`src/design/fsr_pkg.sv`:
```
// Purpose: Constants for the flash status polling controller
// Assumes: 8-bit flash data bus, 21-bit byte address
// Notes: Command register map is local to this controller
package fsr_pkg;
  localparam int ADDR_W = 21;
  localparam int DATA_W = 8;
  // Wishbone register offsets
  localparam logic [3:0] REG_CTRL = 4'h0;
  localparam logic [3:0] REG_ADDR = 4'h4;
  localparam logic [3:0] REG_STAT = 4'h8;
  // Control fields
  localparam int CTRL_START = 0;
  localparam int CTRL_RESET_CMD = 1;
  // Status bit positions on the flash data bus
  localparam int POLLING_BIT = 7;
  localparam int TOGGLE_BIT_ONE = 6;
  localparam int TIMEOUT_FAIL_BIT = 5;
  localparam int ERASE_TIMER_BIT = 3;
  localparam int TOGGLE_BIT_TWO = 2;
  // Status field indices, unused; REG_STAT packs done, fail, ready, busy from bit 0 up
  localparam int ST_BUSY = 0;
  localparam int ST_DONE = 1;
  localparam int ST_FAIL = 2;
  localparam int ST_RDY = 3;
  localparam logic [7:0] RESET_CMD = 8'hF0;
  // Bus cycle phase length
  localparam int CLK_MHZ = 250;
  localparam int STROBE_NS = 80;
  localparam int STROBE_CYC = (STROBE_NS * CLK_MHZ + 999) / 1000;
  localparam logic [5:0] STROBE_CNT = 6'(STROBE_CYC);
  typedef enum logic [3:0] {
    ST_IDLE = 4'b0000,
    ST_RD1 = 4'b0001,
    ST_RD2 = 4'b0010,
    ST_CHECK = 4'b0011,
    ST_RD3 = 4'b0100,
    ST_RD4 = 4'b0101,
    ST_RECHECK = 4'b0110,
    ST_WR = 4'b0111,
    ST_GAP = 4'b1000
  } fsr_state_t;
endpackage

```
`src/design/fsr_poll_ctrl.sv`:
```
// Purpose: Host controller polling flash write status via toggle bits
// Assumes: Flash pins sampled synchronously to REF_CLK_I
// Notes: Data bus is two-way; DQ_OE_N_O low while driving
`timescale 1ns/10ps
`default_nettype none
// Operation
// Device pulls ready_busy_n low only while programming or erasing.
// Device only pulls ready_busy_n low; shared line uses pull-up.
// Ready_busy_n valid from final write strobe rising edge.
// Toggle_bit_one inverts on each read while algorithm runs.
// Toggle_bit_one readable anywhere, valid from final command write.
// All-protected erase toggles about 100 us then returns to read.
// Partly protected erase skips protected sectors silently.
// Protected program address toggles about 2 us then returns.
// Toggling stops in erase suspend, resumes for suspended program.
// Toggle_bit_two toggles in erase-selected sectors, not during program.
// Timeout_fail_bit set when pulse count limit exceeded.
// Programming a 0 back to 1 fails with timeout_fail_bit.
// Host issues reset command after a timeout failure.
// Reset command is one write of F0 to any address.
// Erase_timer_bit 0 in acceptance window, 1 after; chip erase exempt.
// Host may ignore erase_timer_bit only with commands under 50 us apart.
// Once erase_timer_bit is 1, only erase suspend accepted.
// Host confirms acceptance by polling before reading erase_timer_bit.
// Host reads twice, compares toggle bit; unchanged means done.
// Toggling with timeout_fail_bit set: recheck, then fail and reset.
// Resumed polling restarts from the first two reads.
// Host polls at a valid status address, rechecks after timeout.
// Program shows complement of programmed bit on polling_bit.
// Erase shows 0 on polling_bit until done or suspended.
// Busy reads give status; each read advances toggle once.
module fsr_poll_ctrl
(
  input wire logic REF_CLK_I,
  input wire logic RST_I,
  input wire logic [3:0] ADR_I,
  input wire logic [31:0] DAT_I,
  output logic [31:0] DAT_O,
  input wire logic WE_I,
  input wire logic [3:0] SEL_I,
  input wire logic CYC_I,
  input wire logic STB_I,
  output logic ACK_O,
  output logic [fsr_pkg::ADDR_W-1:0] FL_ADDR_O,
  input wire logic [fsr_pkg::DATA_W-1:0] FL_DQ_I,
  output logic [fsr_pkg::DATA_W-1:0] FL_DQ_O,
  output logic FL_DQ_OE_N_O,
  output logic FL_CHIP_SELECT_N_O,
  output logic FL_OUTPUT_STROBE_N_O,
  output logic FL_WRITE_STROBE_N_O,
  input wire logic FL_READY_BUSY_N_I
);
  import fsr_pkg::*;

  fsr_state_t state_reg;
  fsr_state_t ret_reg;
  logic [5:0] cnt_reg;
  logic [ADDR_W-1:0] addr_reg;
  logic [DATA_W-1:0] first_reg;
  logic [DATA_W-1:0] second_reg;
  logic done_reg;
  logic fail_reg;
  logic start_pulse;
  logic reset_pulse;
  logic wb_hit;

  function automatic logic toggled(input logic [DATA_W-1:0] a, input logic [DATA_W-1:0] b);
    toggled = a[TOGGLE_BIT_ONE] ^ b[TOGGLE_BIT_ONE];
  endfunction

  assign wb_hit = CYC_I && STB_I && !ACK_O;
  assign start_pulse = wb_hit && WE_I && SEL_I[0] && ADR_I == REG_CTRL && DAT_I[CTRL_START];
  assign reset_pulse = wb_hit && WE_I && SEL_I[0] && ADR_I == REG_CTRL
    && DAT_I[CTRL_RESET_CMD];

  // Wishbone slave: single-cycle ack, unmapped reads return zero
  always_ff @(posedge REF_CLK_I or posedge RST_I)
  begin
    if (RST_I)
    begin
      ACK_O <= 1'b0;
      DAT_O <= 32'h0000_0000;
    end
    else
    begin
      ACK_O <= wb_hit;
      DAT_O <= 32'h0000_0000;
      if (wb_hit && !WE_I)
      begin
        unique case (ADR_I)
          REG_ADDR: DAT_O <= {11'h000, addr_reg};
          // Raw status byte, erase timer included, is left to software
          REG_STAT: DAT_O <= {20'h00000, second_reg, (state_reg != ST_IDLE),
                              FL_READY_BUSY_N_I, fail_reg, done_reg};
          default: DAT_O <= 32'h0000_0000;
        endcase
      end
    end
  end

  // Status address; R22 leaves its choice to software
  always_ff @(posedge REF_CLK_I or posedge RST_I)
  begin
    if (RST_I)
      addr_reg <= '0;
    else if (wb_hit && WE_I && ADR_I == REG_ADDR)
    begin
      if (SEL_I[0])
        addr_reg[7:0] <= DAT_I[7:0];
      if (SEL_I[1])
        addr_reg[15:8] <= DAT_I[15:8];
      // Top lane only carries the address bits that exist
      if (SEL_I[2])
        addr_reg[ADDR_W-1:16] <= DAT_I[ADDR_W-1:16];
    end
  end

  // Toggle-bit polling sequencer
  always_ff @(posedge REF_CLK_I or posedge RST_I)
  begin
    if (RST_I)
    begin
      state_reg <= ST_IDLE;
      ret_reg <= ST_IDLE;
      cnt_reg <= 6'h00;
      first_reg <= 8'h00;
      second_reg <= 8'h00;
      done_reg <= 1'b0;
      fail_reg <= 1'b0;
      FL_ADDR_O <= '0;
      FL_DQ_O <= 8'h00;
      FL_DQ_OE_N_O <= 1'b1;
      FL_CHIP_SELECT_N_O <= 1'b1;
      FL_OUTPUT_STROBE_N_O <= 1'b1;
      FL_WRITE_STROBE_N_O <= 1'b1;
    end
    else
    begin
      unique case (state_reg)
        ST_IDLE:
        begin
          if (start_pulse)
          begin
            // Every new start re-runs both reads
            done_reg <= 1'b0;
            fail_reg <= 1'b0;
            ret_reg <= ST_RD2;
            state_reg <= ST_RD1;
            cnt_reg <= STROBE_CNT;
            FL_ADDR_O <= addr_reg;
            FL_CHIP_SELECT_N_O <= 1'b0;
            FL_OUTPUT_STROBE_N_O <= 1'b0;
          end
          else if (reset_pulse)
          begin
            state_reg <= ST_WR;
            cnt_reg <= STROBE_CNT;
            FL_DQ_O <= RESET_CMD;
            FL_DQ_OE_N_O <= 1'b0;
            FL_CHIP_SELECT_N_O <= 1'b0;
            FL_WRITE_STROBE_N_O <= 1'b0;
          end
        end
        ST_RD1, ST_RD2, ST_RD3, ST_RD4:
        begin
          if (cnt_reg != 6'h00)
            cnt_reg <= cnt_reg - 6'h01;
          else
          begin
            // Sample at end of strobe, then release for one read per cycle
            first_reg <= (state_reg == ST_RD1 || state_reg == ST_RD3) ? FL_DQ_I : first_reg;
            second_reg <= (state_reg == ST_RD2 || state_reg == ST_RD4) ? FL_DQ_I : second_reg;
            FL_CHIP_SELECT_N_O <= 1'b1;
            FL_OUTPUT_STROBE_N_O <= 1'b1;
            ret_reg <= (state_reg == ST_RD1) ? ST_RD2 : (state_reg == ST_RD2) ? ST_CHECK
              : (state_reg == ST_RD3) ? ST_RD4 : ST_RECHECK;
            state_reg <= ST_GAP;
            cnt_reg <= STROBE_CNT;
          end
        end
        ST_GAP:
        begin
          if (cnt_reg != 6'h00)
            cnt_reg <= cnt_reg - 6'h01;
          else if (ret_reg == ST_CHECK || ret_reg == ST_RECHECK || ret_reg == ST_IDLE)
            state_reg <= ret_reg;
          else
          begin
            state_reg <= ret_reg;
            cnt_reg <= STROBE_CNT;
            FL_CHIP_SELECT_N_O <= 1'b0;
            FL_OUTPUT_STROBE_N_O <= 1'b0;
          end
        end
        ST_CHECK:
        begin
          if (!toggled(first_reg, second_reg))
          begin
            done_reg <= 1'b1;
            state_reg <= ST_IDLE;
          end
          else if (second_reg[TIMEOUT_FAIL_BIT])
          begin
            state_reg <= ST_RD3;
            cnt_reg <= STROBE_CNT;
            FL_CHIP_SELECT_N_O <= 1'b0;
            FL_OUTPUT_STROBE_N_O <= 1'b0;
          end
          else
          begin
            state_reg <= ST_RD1;
            cnt_reg <= STROBE_CNT;
            FL_CHIP_SELECT_N_O <= 1'b0;
            FL_OUTPUT_STROBE_N_O <= 1'b0;
          end
        end
        ST_RECHECK:
        begin
          if (!toggled(first_reg, second_reg))
          begin
            done_reg <= 1'b1;
            state_reg <= ST_IDLE;
          end
          else
          begin
            // Failure: flag fail as the reset command write starts; done follows the write
            fail_reg <= 1'b1;
            state_reg <= ST_WR;
            cnt_reg <= STROBE_CNT;
            FL_DQ_O <= RESET_CMD;
            FL_DQ_OE_N_O <= 1'b0;
            FL_CHIP_SELECT_N_O <= 1'b0;
            FL_WRITE_STROBE_N_O <= 1'b0;
          end
        end
        ST_WR:
        begin
          if (cnt_reg != 6'h00)
            cnt_reg <= cnt_reg - 6'h01;
          else
          begin
            if (fail_reg)
              done_reg <= 1'b1;
            FL_WRITE_STROBE_N_O <= 1'b1;
            FL_CHIP_SELECT_N_O <= 1'b1;
            FL_DQ_OE_N_O <= 1'b1;
            ret_reg <= ST_IDLE;
            state_reg <= ST_GAP;
            cnt_reg <= STROBE_CNT;
          end
        end
        default: state_reg <= ST_IDLE;
      endcase
    end
  end

  AST_READ_STROBES_TOGETHER: assert property (@(posedge REF_CLK_I) disable iff (RST_I)
    FL_OUTPUT_STROBE_N_O == 1'b0 |-> FL_CHIP_SELECT_N_O == 1'b0 && FL_WRITE_STROBE_N_O)
    else $error("output strobe without chip select");
  AST_RESET_DATA: assert property (@(posedge REF_CLK_I) disable iff (RST_I)
    $fell(FL_WRITE_STROBE_N_O) |-> FL_DQ_O == RESET_CMD && !FL_DQ_OE_N_O)
    else $error("write is not the reset command");
  AST_FAIL_RESETS: assert property (@(posedge REF_CLK_I) disable iff (RST_I)
    $rose(fail_reg) |-> !FL_WRITE_STROBE_N_O)
    else $error("failure without reset write");
  AST_RECHECK_AFTER_TIMEOUT: assert property (@(posedge REF_CLK_I) disable iff (RST_I)
    state_reg == ST_CHECK && toggled(first_reg, second_reg) && second_reg[TIMEOUT_FAIL_BIT]
    |=> state_reg == ST_RD3)
    else $error("no recheck after timeout bit");
  AST_DONE_ON_STABLE: assert property (@(posedge REF_CLK_I) disable iff (RST_I)
    state_reg == ST_CHECK && !toggled(first_reg, second_reg) |=> done_reg && !fail_reg)
    else $error("stable toggle bit not reported done");
  AST_RESTART: assert property (@(posedge REF_CLK_I) disable iff (RST_I)
    state_reg == ST_IDLE && start_pulse |=> state_reg == ST_RD1 && !done_reg)
    else $error("polling did not restart from first read");
  AST_NO_DRIVE_ON_READ: assert property (@(posedge REF_CLK_I) disable iff (RST_I)
    !FL_OUTPUT_STROBE_N_O |-> FL_DQ_OE_N_O)
    else $error("bus driven during read");
  AST_ADDR_STABLE: assert property (@(posedge REF_CLK_I) disable iff (RST_I)
    !FL_CHIP_SELECT_N_O && !$past(FL_CHIP_SELECT_N_O) |-> $stable(FL_ADDR_O))
    else $error("address moved during cycle");
  COV_DONE: cover property (@(posedge REF_CLK_I) disable iff (RST_I) $rose(done_reg));
  COV_FAIL: cover property (@(posedge REF_CLK_I) disable iff (RST_I) $rose(fail_reg));
  COV_RECHECK: cover property (@(posedge REF_CLK_I) disable iff (RST_I)
    state_reg == ST_RECHECK);
endmodule
`default_nettype wire

```
`config.mk`:
```
export PLATFORM = sky130hd
export DESIGN_NAME = fsr_poll_ctrl
export DESIGN_NICKNAME = d
export VERILOG_FILES = /design/src/design/fsr_pkg.sv /design/src/design/fsr_poll_ctrl.sv
export SDC_FILE = /design/constraint.sdc
export NUM_CORES = 1
export LEC_CHECK = 0
export BUFFER_PORTS_ARGS = -buffer_cell sky130_fd_sc_hd__buf_2
export CAP_MARGIN = 20
export CORE_MARGIN = 2
export CORE_UTILIZATION = 53
export CTS_BUF_LIST = sky130_fd_sc_hd__clkbuf_4 sky130_fd_sc_hd__clkbuf_8
export CTS_CLUSTER_DIAMETER = 40
export DETAILED_ROUTE_END_ITERATION = 12
export MAX_ROUTING_LAYER = met4
export PLACE_DENSITY_LB_ADDON = 0.15
export SLEW_MARGIN = 20
export SYNTH_ARGS = -nofsm -noshare
export SYNTH_HDL_FRONTEND = slang
export SYNTH_SLANG_ARGS = --single-unit
```
`constraint.sdc`:
```
create_clock -name REF_CLK_I -period 4.2 [get_ports REF_CLK_I]
set_input_delay 0.84 -clock REF_CLK_I [delete_from_list [all_inputs] [get_ports REF_CLK_I]]
set_output_delay 0.84 -clock REF_CLK_I [all_outputs]
set_load 0.01 [all_outputs]
```
* Word-level counts from Yosys, hierarchy flattened *
Cells that the tools add are included.

cells by class
  add/subtract/negate cells = 1
  $mul = 0
  divide/modulo/power cells = 0
  order comparisons = 0
  eq/ne operators = 27
  shifts and indexed selects = 0
  muxes and demuxes = 45
  bitwise logic cells = 2
  reductions and logical operators = 44

operator list
  operator                                                         count
  21-bit case mux with 2 select lines                              1
  6-bit two-way mux                                                6
  4-bit two-way mux                                                7
  4-bit by 3-bit == test with 1-bit output, second input constant  6
  8-bit two-way mux                                                3
  2-bit != test, second input constant                             12
  6-bit case mux with 4 select lines                               1
  21-bit two-way mux                                               1
  4-bit case mux with 5 select lines                               1
  8-bit case mux with 2 select lines                               1
  3-bit two-way mux                                                5
  4-bit by 2-bit == test with 1-bit output, second input constant  3
  4-bit logical NOT                                                3
  1-bit two-way mux                                                12
  4-bit case mux with 3 select lines                               1
  3-bit AND reduction                                              4
  4-bit AND reduction                                              3
  6-bit AND reduction                                              2
  4-bit nonzero test                                               3
  5-bit AND reduction                                              2
  1-bit logical AND                                                9
  3-bit nonzero test                                               3
  4-bit == test, second input constant                             2
  1-bit case mux with 4 select lines                               2
  other kinds (17)                                                 26

storage, ports and cells
  flip-flop bits (word level) = 117
  bits in latches = 0
  RAM bits = 0
  bits in read-only memories = 0
  output and inout bits = 66
  logic and storage cells = 136
  memories kept = 0

* Depth between registers and ports, before layout *
Gate-level depths: netlist of the first run.

  word-level depth = 9
  depth in mapped cells = 7
  depth with buffers taken out = 6

* Worst setup path after synthesis of the first run *
OpenSTA, ideal clock, no wires.

  path kind = input to register
  from = input ADR_I[1]
  to = register ret_reg[0]
  data arrival time = 2338 ps
  data required time = 4072 ps
  slack = 1734 ps
  stages on the path = 5
  cells stage by stage = or3_1 > nor3_1 > nand2_1 > a221oi_4 > mux2_1

between the ends
  cells in the longest elaborated chain, start to end = 5

RTL lines
  item                             RTL line              text
  from (decl)                      fsr_poll_ctrl.sv:36   input wire logic [3:0] ADR_I,
  4-bit logical NOT                fsr_poll_ctrl.sv:72   assign start_pulse = wb_hit && WE_I && SEL_I[0] && ADR_I == REG_CTRL && DAT_I[CTRL_START];
  1-bit logical AND (2 in series)  fsr_poll_ctrl.sv:72
  2-bit != test (no line)          -
  4-bit AND reduction (no line)    -
  to (signal assigned)             fsr_poll_ctrl.sv:175  ret_reg <= (state_reg == ST_RD1) ? ST_RD2 : (state_reg == ST_RD2) ? ST_CHECK
  to (decl)                        fsr_poll_ctrl.sv:56   fsr_state_t ret_reg;

Every way passes these cells.
A chain may end at the register's enable or synchronous reset.

* Worst setup path in the final report of the first run *
  from = register state_reg[1]
  to = register FL_OUTPUT_STROBE_N_O

between the ends
  cells in the longest elaborated chain, start to end = 4
  elaborated cells between the ends (all ways) = 16
  those cells by class = eq/ne (11); mux (1); reduce/logical (4)

RTL lines
  item                                                                    RTL line              text
  from (decl)                                                             fsr_poll_ctrl.sv:55   fsr_state_t state_reg;
  from (signal assigned)                                                  fsr_poll_ctrl.sv:186  state_reg <= ret_reg;
  from (signal assigned)                                                  fsr_poll_ctrl.sv:189  state_reg <= ret_reg;
  4-bit by 1-bit == test with 1-bit output, or another cell as far along  fsr_poll_ctrl.sv:139  unique case (state_reg)
  4-bit OR reduction                                                      fsr_poll_ctrl.sv:139
  4-bit nonzero test (no line) / 2-bit != test (equally long branches)    -
  6-bit AND reduction (no line)                                           -
  to (signal assigned)                                                    fsr_poll_ctrl.sv:134  FL_OUTPUT_STROBE_N_O <= 1'b1;
  to (signal assigned)                                                    fsr_poll_ctrl.sv:152  FL_OUTPUT_STROBE_N_O <= 1'b0;
  to (signal assigned)                                                    fsr_poll_ctrl.sv:174  FL_OUTPUT_STROBE_N_O <= 1'b1;
  to (decl)                                                               fsr_poll_ctrl.sv:49   output logic FL_OUTPUT_STROBE_N_O,

Parallel ways exist; a longest one is shown, timed or not.

==> PnR_summary.wiki, run 1 <==
{| class="wikitable"
! Metric !! Value
|-
| Outcome || finished clean
|-
| TritonCTS clock tree || built
|-
| Number of flops mapped to enable cells by yosys || 0
|-
| Final layout net count || 531
|-
| Clock skew after layout || between 0.01 and 0.015 ns
|-
| Die width || slightly above 90 um
|-
| CTS Root Buffer Type || clkbuf_8
|-
| Relative max-transition margin || 0.5106
|-
| Final instance area || between 4000 and 5000 sq um
|-
| Area overhead of the layout relative to synthesis || 16.92%
|-
| VDD IR max || about 0.18 mV
|-
| Average wire per standard cell || 14.97 um
|-
| Metal1 wirelength || approximately 4000 um
|-
| Post-synthesis cell count || between 300 and 400
|-
| Remaining DRCs || 0
|-
| Main flop type after synthesis || dfrtp_1
|-
| Length of routed met2 wiring || ~4200 um
|-
| Worst Tran Pin Value || slightly above 0.7 ns
|-
| Number of H-tree levels || 3
|-
| FMAX || about 370 MHz
|-
| Critical hold path startpoint || ACK_O
|-
| Clock Path Buffers || 2
|-
| Vias per cell || around 5.3
|-
| Final GP Congestion || approximately 0.8
|-
| Overall overflow remaining after global route || 0
|-
| Setup repair after global routing missed its margin || false
|-
| Crit. Startpoint || state_reg[1]
|-
| Height of the chip || roughly 93 um
|-
| Number of failing setup endpoints in the final timing report || 0
|-
| Number of antenna violations at the first check in global routing || 0
|-
| Leakage || 2.595 nW
|-
| Area after detailed placement || around 4700 sq um
|-
| Min Clock Period, post-route || between 2 and 3 ns
|-
| Number of cell rows || 32
|-
| Flip-flop and latch count after synthesis || 92
|-
| Detail Route met3 WL || roughly 400 um
|-
| Clock-pin slew of the registers on the worst-case setup and hold paths || around 0.090 ns
|-
| Latest clock arrival within the worst-skew pair || ~0.37 ns
|-
| Std-Cell Core Area || between 7000 and 8000 sq um
|-
| Overall die area || 8681 sq um
|-
| Worst r2r src || state_reg[1]
|-
| Post-route worst setup slack || 1.514 ns
|-
| Syn Area/Cell || roughly 11 sq um
|-
| Sequential area share after synthesis || 0.5472
|-
| Data required time of the worst path || approximately 4.5 ns
|-
| Critical path startpoint category || register
|-
| Maximum number of pins on one net before global-route repair || 38
|-
| Via count || ~3100
|-
| Biggest fanout along the worst timing path || 19
|-
| Signal arrival time at the worst endpoint || between 2 and 3 ns
|-
| Port-buffer cells || 92
|-
| Number of gates resized after cts || 0
|-
| Total power density per cell area || about 330 nW/um^2
|-
| Fraction of final layout cells sized beyond drive strength 1 || 0.3250
|-
| Post-synthesis cell type count || just under 60
|-
| Number of pins with negative max-slew slack in the final report || 0
|-
| Count of final hold-check violations || 0
|-
| Critical Path End Type || register
|-
| Final wirelength || between 8000 and 9000 um
|-
| Total negative slack for setup checks || 0 ns
|-
| Via count of the first global-routing pass || about 2900
|-
| Number of search-and-repair iterations in the first detailed-routing pass || 4
|-
| TritonCTS buffer count || 9
|-
| Total global-route track usage || 0.2155
|-
| Summed instance area of the synthesized netlist || 4214 sq um
|-
| Number of antenna repair diodes || 0
|-
| Detailed placement HPWL || about 6200 um
|-
| Category of the critical setup timing path || reg2reg
|-
| DP Worst Slack || approximately 1.4 ns
|-
| Post-CTS Hold Buffers || 0
|-
| I/O pins || 120
|-
| Tightest Hold Check Type || reg2reg
|-
| Setup Buffers After CTS || 0
|-
| Share of the cycle needed by the critical path after routing || 0.6396
|-
| Starting utilization of the core area || 0.5453
|-
| TritonCTS sink count || 92
|-
| Starting DRC count in detailed routing || 162
|-
| Number of warnings issued by yosys || 0
|-
| First-pass GRT wire length || 14040 um
|-
| Highest Signal Layer || met4
|-
| Share of flip-flops with an asynchronous set or reset after synthesis || 1.000
|-
| Number of antenna-violating nets in the routed design || 0
|-
| Maximum Capacitance Violations || 0
|}
layout by cell type (no fill, tap or decap), drive strengths merged, types with 3 or more instances in the layout:
cell | netlist | layout
nor4 | 6 | 6
a21o | 4 | 4
a211o | 4 | 4
o21ai | 12 | 12
a22oi | 13 | 13
nor2 | 24 | 24
inv | 6 | 9
nor2b | 4 | 4
conb | 1 | 15
nor3 | 7 | 7
a21oi | 6 | 6
o22ai | 3 | 3
dfstp | 3 | 3
clkinv | 0 | 3
clkbuf | 15 | 9
xnor2 | 5 | 5
nor3b | 3 | 3
nand2 | 75 | 75
or3 | 3 | 3
and2 | 13 | 13
mux2 | 35 | 35
dfrtp | 89 | 89
buf | 21 | 98
metal layers:
layer	vias up	track usage
li1	1488	-
met1	1476	0.2836
met2	106	0.3364
met3	16	0.02981
met4	0	0.09804
met5	-	-
metrics by stage:
stage	util	std cells	power [W]	hold slack, ns
after floorplan	-	402	0.0009796	0.4541
after global placement	0.6085	566	0.001005	0.4387
after detailed placement	0.6085	566	0.001007	0.4488
after CTS	0.6365	582	0.001639	0.4617
after global routing	0.6376	582	0.001694	0.4960
final	0.6376	582	0.001625	0.4623
synthesized netlist by cell type, drive strengths merged, types with 4 or more instances:
master  count  area, sq um
nor2b       4        25.02
a211o       4        35.03
nor2       24        90.09
clkbuf     15        56.30
xnor2       5        43.79
mux2       35        424.2
nand2      75        281.5
nor3        7        51.30
a22oi      13        97.59
dfrtp      89         2227
a21oi       6        30.03
inv         6        22.52
a21o        4        30.03
o21ai      12        63.81
nor4        6        43.79
and2       13        81.33
buf        21        157.6
path summary, 6_finish.rpt:
check	cells after the start	end	slack, ns
max	6	FL_OUTPUT_STROBE_N_O	1.51
min	1	ACK_O	0.46
max reg2reg	6	FL_OUTPUT_STROBE_N_O	1.51
min reg2reg	1	ACK_O	0.46
max in group asynchronous	3	FL_WRITE_STROBE_N_O	2.81
min in group asynchronous	2	FL_ADDR_O[17]	0.52
where the power goes:
group | internal, W | switching (W)
clock | 0.000292 | 0.000343
sequential | 0.000901 | 0.0000112
combinational | 0.0000313 | 0.0000468
total | 0.00122 | 0.000401
kinds of logic after synthesis:
family / after synthesis / synth area share
adder cells (fa/ha/maj): 2 / 0.005937
buffers and inverters: 42 / 0.05611
AO/OA/AOI/OAI: 58 / 0.1001
flip-flops: 92 / 0.5472
AND/OR/NAND/NOR: 151 / 0.1743
multiplexers: 36 / 0.1030
XOR/XNOR: 6 / 0.01247
other: 1 / 0.0008899
critical path, cell delays in order, from the launching register on:
cell	delay (ns)
dfrtp_1	0.60
or4_1	0.75
nor4_4	0.62
buf_4	0.33
a21oi_1	0.06
o211ai_1	0.16
o21ai_1	0.09
area by class of cell:
cell class,instances,area [sq um]
Inverter,6,23.77
Clock inverter,7,92.59
Tap cell,102,127.6
Multi-Input combinational cell,268,1748
Timing Repair Buffer,98,505.5
Clock buffer,9,123.9
Fill cell,654,2800
Sequential cell,92,2306
(Power assumes the default switching activity.)
==> inputs of run 2 (changes only) <==
--- a/config.mk
+++ b/config.mk
@@ -5,6 +5,7 @@
 export SDC_FILE = /design/constraint.sdc
 export NUM_CORES = 1
 export LEC_CHECK = 0
+export ABC_AREA = 1
 export BUFFER_PORTS_ARGS = -buffer_cell sky130_fd_sc_hd__buf_2
 export CAP_MARGIN = 20
 export CORE_MARGIN = 2
==> constraint.sdc (replaced) <==
create_clock -name REF_CLK_I -period 2.63 [get_ports REF_CLK_I]
set_input_delay 0.526 -clock REF_CLK_I [delete_from_list [all_inputs] [get_ports REF_CLK_I]]
set_output_delay 0.526 -clock REF_CLK_I [all_outputs]
set_load 0.01 [all_outputs]
==> run 2 against run 1 <==
Compared with the run above:
- global-route usage increased by 0.60 points
- power grew to 2.6 times the previous value
- sequential power rose by 98%
- non-clock buffer count down 1
- combinational power grew to 19 times the previous value
- critical path depth unchanged
- wire length up 1.3%
- first-iteration DRC count is 25% higher
- die area fell by 0.15%
- clock skew up 0.00084 ns
- critical path type unchanged
- largest cell class unchanged
- final cell count grew 19%
- largest power group unchanged
==> PnR_summary.wiki, run 2 <==
{| class="wikitable"
! Metric !! Value
|-
| Clock Path Buffers || 2
|-
| Final GP Congestion || 0.8742
|-
| Main flop type after synthesis || dfrtp_1
|-
| Largest family of logic cells by synthesized area || simple AND/OR/NAND/NOR gates
|-
| Overall overflow remaining after global route || 0
|-
| FMAX || 523.9 MHz
|-
| Multiplexer fraction of the synthesized cell area || 0.002676
|-
| Overall die area || approximately 8700 sq um
|-
| Total negative slack for setup checks || 0 ns
|-
| Synth top area share || 0.5293
|-
| CTS Root Buffer Type || clkbuf_8
|-
| Reg2reg setup slack || about 0.7 ns
|-
| Count of final hold-check violations || 0
|-
| Starting DRC count in detailed routing || about 200
|-
| Most common cell in the netlist || nand2_1
|-
| Worst Path Buf+Inv || 1
|-
| Master of the slowest instance on the critical path || dfrtp_1
|-
| Count of cells along the worst register-to-register path || 6
|-
| Remaining DRCs || 0
|-
| Via count of the first global-routing pass || ~3200
|-
| Data required time of the worst path || roughly 2.9 ns
|-
| Maximum Capacitance Violations || 0
|-
| Worst path max stage delay || between 0.4 and 0.5 ns
|-
| Post-CTS Hold Buffers || 0
|-
| Post-synthesis cell type count || 35
|-
| Critical path startpoint category || register
|-
| Cell taking the most area after synthesis || dfrtp_1
|-
| Number of flops mapped to enable cells by yosys || 0
|-
| Outcome || finished clean
|-
| First-pass GRT wire length || 14630 um
|-
| Post-synthesis cell count || between 400 and 500
|-
| Starting utilization of the core area || 0.5445
|-
| Adder-cell share of the synthesized area || 0.005947
|-
| Height of the chip || approximately 93 um
|-
| Count of fill cells added during filler insertion || 682
|-
| Share of the synthesized area in compound gates (AO/OA/AOI/OAI) || 0.1082
|-
| Syn Area/Cell || 8.570 sq um
|-
| Number of gates on the worst path with buffers counted || 6
|-
| Number of warnings issued by yosys || 0
|-
| TritonCTS buffer count || 9
|-
| Share of flip-flops with an asynchronous set or reset after synthesis || 1.000
|-
| Relative max-transition margin || 0.4580
|-
| Worst Tran Pin Value || around 0.81 ns
|-
| Synth top area cells || dfrtp_1 (53%), nand2_1 (8.8%), inv_1 (5.1%)
|-
| Number of antenna-violating nets in the routed design || 0
|-
| Area overhead of the layout relative to synthesis || 17.04%
|-
| Number of antenna violations at the first check in global routing || 0
|-
| VDD IR max || about 0.54 mV
|-
| Category of the critical setup timing path || reg2reg
|-
| Number of failing setup endpoints in the final timing report || 0
|-
| Port-buffer cells || a little over 90
|-
| Flip-flop and latch count after synthesis || 92
|-
| Signal arrival time at the worst endpoint || between 2 and 2.5 ns
|-
| Number of cell rows || 32
|-
| Crit. Startpoint || cnt_reg[0]
|-
| Most frequent CP cell || nand2_1
|-
| I/O pins || between 100 and 150
|-
| Average wire per standard cell || between 10 and 15 um
|-
| Biggest fanout along the worst timing path || 15
|-
| Maximum number of pins on one net before global-route repair || 93
|-
| Final cell count without fillers || 690
|-
| Top library cells by usage in the layout, fill and taps aside || nand2_1 (99), buf_2 (92), dfrtp_1 (89)
|-
| Detailed placement HPWL || approximately 6400 um
|-
| Leakage || about 2.7 nW
|-
| Number of H-tree levels || 3
|-
| Clock-pin slew of the registers on the worst-case setup and hold paths || 0.10 ns
|-
| Fraction of final layout cells sized beyond drive strength 1 || 0.2449
|-
| Die width || just over 90 um
|-
| Worst r2r src || cnt_reg[0]
|-
| Sequential area share after synthesis || 0.5480
|-
| Placed Cells || between 600 and 700
|-
| Clock skew after layout || between 0.015 and 0.02 ns
|-
| Xor/xnor share of the synthesized area || 0.008326
|-
| Final core occ || 0.6373
|-
| Setup repair after global routing missed its margin || false
|-
| Total global-route track usage || 0.2216
|-
| TritonCTS sink count || slightly above 90
|-
| Ranking of synthesized cells by instance count || nand2_1 (99), dfrtp_1 (89), inv_1 (57)
|-
| Min Clock Period, post-route || around 1.9 ns
|-
| Number of pins with negative max-slew slack in the final report || 0
|-
| Final layout net count || between 600 and 700
|-
| Most common library cell in the layout ignoring fill and taps || nand2_1
|-
| TritonCTS clock tree || built
|-
| Via count || 3413
|-
| Std-Cell Core Area || 7727 sq um
|-
| Number of gates resized after cts || 0
|-
| Final wirelength || a little under 9000 um
|-
| Critical Path End Type || register
|-
| Total power density per cell area || between 800 and 900 nW/um^2
|-
| Number of search-and-repair iterations in the first detailed-routing pass || 4
|-
| Post-synthesis share of cell area spent on and, or, nand and nor gates || 0.2236
|-
| Share of the cycle needed by the critical path after routing || 0.7257
|-
| Vias per cell || 4.946
|-
| Critical register-to-register path endpoint || second_reg[7]
|-
| Cells along the critical path || inv_1 > ha_1 > nand2_1 > nor2_1 > nand2_1 > mux2_2
|-
| Summed instance area of the synthesized netlist || approximately 4200 sq um
|-
| Latest clock arrival within the worst-skew pair || ~0.36 ns
|-
| Setup Buffers After CTS || 0
|-
| Number of antenna repair diodes || 0
|-
| CP Capture Point || second_reg[7]
|-
| Tightest Hold Check Type || in2async
|-
| Largest delay contributor family on the critical path || simple AND/OR/NAND/NOR gates
|}
run 2: how the worst min path moves through the flow:
stage / start / to / slack (ns) / cells after the start
after floorplan: done_reg / done_reg / 0.44 / 2
after global placement: FL_CHIP_SELECT_N_O / FL_CHIP_SELECT_N_O / 0.45 / 2
after detailed placement: FL_OUTPUT_STROBE_N_O / FL_OUTPUT_STROBE_N_O / 0.46 / 2
after CTS: RST_I / second_reg[2] / 0.30 / 3
after global routing: RST_I / FL_ADDR_O[5] / 0.32 / 3
final: RST_I / FL_ADDR_O[5] / 0.27 / 3
run 2: stage by stage:
stage / worst slack [ns] / hold slack [ns] / instance area [sq um] / power, W
global route: 0.5408 / 0.3165 / 4925 / 0.004592
detailed placement: 0.5558 / 0.4581 / 4708 / 0.003285
global placement: 0.6153 / 0.4516 / 4708 / 0.003250
CTS: 0.7007 / 0.3014 / 4925 / 0.004289
floorplan: 1.029 / 0.4418 / 4264 / 0.002934
finish: 0.7213 / 0.2686 / 4925 / 0.004260
run 2: cell families (layout without fill, tap and decap cells):
logic type | after synthesis | count (layout)
AO/OA/AOI/OAI | 86 | 86
XOR/XNOR | 4 | 4
adder cells (fa/ha/maj) | 2 | 2
buffers and inverters | 93 | 176
flip-flops | 92 | 92
multiplexers | 1 | 1
other | 1 | 15
AND/OR/NAND/NOR | 212 | 212
run 2: power by group:
part           total, W  switching [W]  internal, W
logic           0.00145       0.000956     0.000492
clock network   0.00100       0.000538     0.000464
registers       0.00181       0.000154      0.00166
run 2: worst reg2reg max path, cell delays in order, from the launching register on:
cell	delay [ns]
dfrtp_1	0.41
inv_1	0.12
ha_1	0.15
nand2_1	0.05
nor2_1	0.30
nand2_1	0.38
mux2_2	0.39
run 2: per-layer routing:
layer,track usage,up-vias,share of wire
met5,-,-,0
met4,0.06618,0,0.0075
met3,0.04029,6,0.044
met2,0.3635,82,0.49
met1,0.2849,1602,0.46
li1,-,1723,-
run 2: cell type report:
cell class	count	area [sq um]	share of cell area
Clock buffer	9	123.9	0.02515
Clock inverter	7	92.59	0.01880
Inverter	63	240.2	0.04878
Multi-Input combinational cell	320	1524	0.3095
Sequential cell	92	2306	0.4682
Tap cell	102	127.6	0.02591
Timing Repair Buffer	97	510.5	0.1037
==> inputs of run 3 (changes only) <==
==> constraint.sdc (replaced) <==
create_clock -name REF_CLK_I -period 1.9 [get_ports REF_CLK_I]
set_input_delay 0.38 -clock REF_CLK_I [delete_from_list [all_inputs] [get_ports REF_CLK_I]]
set_output_delay 0.38 -clock REF_CLK_I [all_outputs]
set_load 0.01 [all_outputs]
==> run 3 against run 2 <==
Compared with the run above:
- maximum frequency up 11%
- combinational power up 43%
- sequential share of layout area down 0.82 points
- power up 42%
- first-iteration DRC count down 32%
- via count up 0.50%
- design area up 1.8%
==> PnR_summary.wiki, run 3 (synthesis gave the netlist of run 2 again) <==
{| class="wikitable"
! Metric !! Value
|-
| Latest clock arrival within the worst-skew pair || roughly 0.36 ns
|-
| Total negative slack for setup checks || 0 ns
|-
| Number of failing setup endpoints in the final timing report || 0
|-
| First-pass GRT wire length || 14840 um
|-
| Overall die area || between 8000 and 9000 sq um
|-
| I/O pins || 120
|-
| Number of pins with negative max-slew slack in the final report || 0
|-
| Pwr Total || about 0.0061 W
|-
| Final layout net count || 647
|-
| Clock-pin slew of the registers on the worst-case setup and hold paths || 0.10 ns
|-
| Data required time of the worst path || 2.14 ns
|-
| Overall overflow remaining after global route || 0
|-
| Vias per cell || 4.914
|-
| Number of antenna violations at the first check in global routing || 0
|-
| Number of search-and-repair iterations in the first detailed-routing pass || 4
|-
| Most common library cell in the layout ignoring fill and taps || nand2_1
|-
| Master of the slowest instance on the critical path || dfrtp_1
|-
| Number of cell rows || 32
|-
| Setup repair after global routing missed its margin || false
|-
| Placed Cells || 681
|-
| VDD IR max || 0.7837 mV
|-
| Final instance area || roughly 5000 sq um
|-
| DP Worst Slack || approximately 0.056 ns
|-
| Final GP Congestion || between 0.9 and 1
|-
| Maximum number of pins on one net before global-route repair || 93
|-
| TritonCTS clock tree || built
|-
| Number of antenna-violating nets in the routed design || 0
|-
| Min Clock Period, post-route || ~1.7 ns
|-
| Most frequent CP cell || nand2_1
|-
| Final wirelength || slightly above 9000 um
|-
| Tightest Hold Check Type || in2async
|-
| Count of final hold-check violations || 0
|-
| Die width || 93.10 um
|-
| Clock skew after layout || 0.009174 ns
|-
| Fraction of met3 tracks used by global routing || 0.02981
|-
| GR peak layer || met2
|-
| Via count of the first global-routing pass || about 3100
|-
| Area after detailed placement || roughly 4800 sq um
|-
| TritonCTS buffer count || 9
|-
| Outcome || finished clean
|-
| Signal arrival time at the worst endpoint || a little under 2 ns
|-
| Average wire per standard cell || 13.03 um
|-
| Count of fill cells added during filler insertion || slightly below 700
|-
| Category of the critical setup timing path || reg2reg
|-
| Starting utilization of the core area || 0.5445
|-
| Area overhead of the layout relative to synthesis || 19.12%
|-
| CTS Root Buffer Type || clkbuf_8
|-
| Cells along the critical path || inv_1 > nor2_1 > nand2_1 > nand2_1 > nand2_1 > buf_4 > nor2_1 > a21oi_1
|-
| Maximum Capacitance Violations || 0
|-
| Number of antenna repair diodes || 0
|-
| Met2 Use GR || 0.3412
|-
| Via count || approximately 3400
|-
| Largest delay contributor family on the critical path || simple AND/OR/NAND/NOR gates
|-
| Biggest fanout along the worst timing path || 10
|-
| Share of the cycle needed by the critical path after routing || 0.9031
|-
| Total power density per cell area || around 1200 nW/um^2
|-
| Port-buffer cells || slightly above 90
|-
| Worst path max stage delay || between 0.4 and 0.5 ns
|-
| Post-route worst setup slack || 0.1842 ns
|-
| Met1 Track Usage GR || 0.3105
|-
| FMAX || approximately 580 MHz
|-
| Height of the chip || ~93 um
|-
| Critical path startpoint category || register
|-
| Remaining DRCs || 0
|-
| Leakage || 2.744 nW
|-
| Top library cells by usage in the layout, fill and taps aside || nand2_1 (99), buf_2 (92), dfrtp_1 (89)
|-
| Starting DRC count in detailed routing || roughly 140
|-
| Critical Path End Type || register
|-
| Sequential standard cell area || 2306 sq um
|-
| Clock Path Buffers || 2
|-
| Std-Cell Core Area || just under 8000 sq um
|-
| TritonCTS sink count || between 90 and 100
|-
| Detailed placement HPWL || between 6000 and 7000 um
|-
| Final cell count without fillers || between 600 and 700
|-
| Total global-route track usage || 0.2257
|-
| Worst Path Buf+Inv || 2
|-
| Fraction of final layout cells sized beyond drive strength 1 || 0.2567
|-
| Multi-input gate area in the final layout || 1526 sq um
|-
| Number of H-tree levels || 3
|}
## run 3: changes by cell type in the layout (fill, tap and decap cells not counted)
cell,change
clkinv_8,-1
o21ai_0,-1
inv_2,-1
clkbuf_4,+1
buf_4,+7
buf_12,+1
inv_8,-1
bufinv_16,+1
nor2_2,+1
nor2_1,-1
o21ai_1,+1
inv_4,+1
## run 3: routing by layer
metal  vias to the layer above  routed length [um]
met4                         0                 127
met1                      1588                4173
li1                       1732                   -
met3                        11                 471
met5                         -                   0
met2                        99                4319
## run 3: final cells by class
cell class	instances	share of cell area
clock buffers	10	0.02621
clock inverters	6	0.01897
inverters	63	0.04843
multi-input cells	320	0.3045
flip-flops and latches	92	0.4601
well taps	102	0.02546
repair buffers	105	0.1163
## run 3: worst paths after layout
check,from,end,slack [ns],cells after the start
min in group REF_CLK_I,FL_DQ_I[7],second_reg[7],0.27,2
max reg2reg,state_reg[2],second_reg[5],0.18,8
min reg2reg,FL_CHIP_SELECT_N_O,FL_CHIP_SELECT_N_O,0.47,2
max,state_reg[2],second_reg[5],0.18,8
min,RST_I,FL_ADDR_O[4],0.12,3
max in group asynchronous,RST_I,FL_CHIP_SELECT_N_O,1.37,3
## run 3: worst register-to-register path, cell delays in order (launching register included)
cell and delay (ns):
dfrtp_1 0.45, inv_1 0.11, nor2_1 0.26, nand2_1 0.09
nand2_1 0.12, nand2_1 0.17, buf_4 0.22, nor2_1 0.12
a21oi_1 0.05
## run 3: through the flow
stage / hold WS, ns / utilization
after floorplan: 0.4418 / -
after global placement: 0.4529 / 0.6161
after detailed placement: 0.4522 / 0.6161
after CTS: 0.1541 / 0.6454
after global routing: 0.1853 / 0.6486
final: 0.1223 / 0.6486
## run 3: what timing repair did
action / 4_1_cts / 5_1_grt
setup endpoints to repair: 0 / 27
hold buffers: 0 / 0
gates resized for setup: 0 / 4
setup buffers: 0 / 1
## run 3: report_power, final
group | total, W | internal (W) | switching, W | leakage [nW]
Sequential | 0.00251 | 0.00229 | 0.000221 | 1.12
Combinational | 0.00207 | 0.000716 | 0.00135 | 1.51
Clock | 0.00147 | 0.000770 | 0.000702 | 0.115
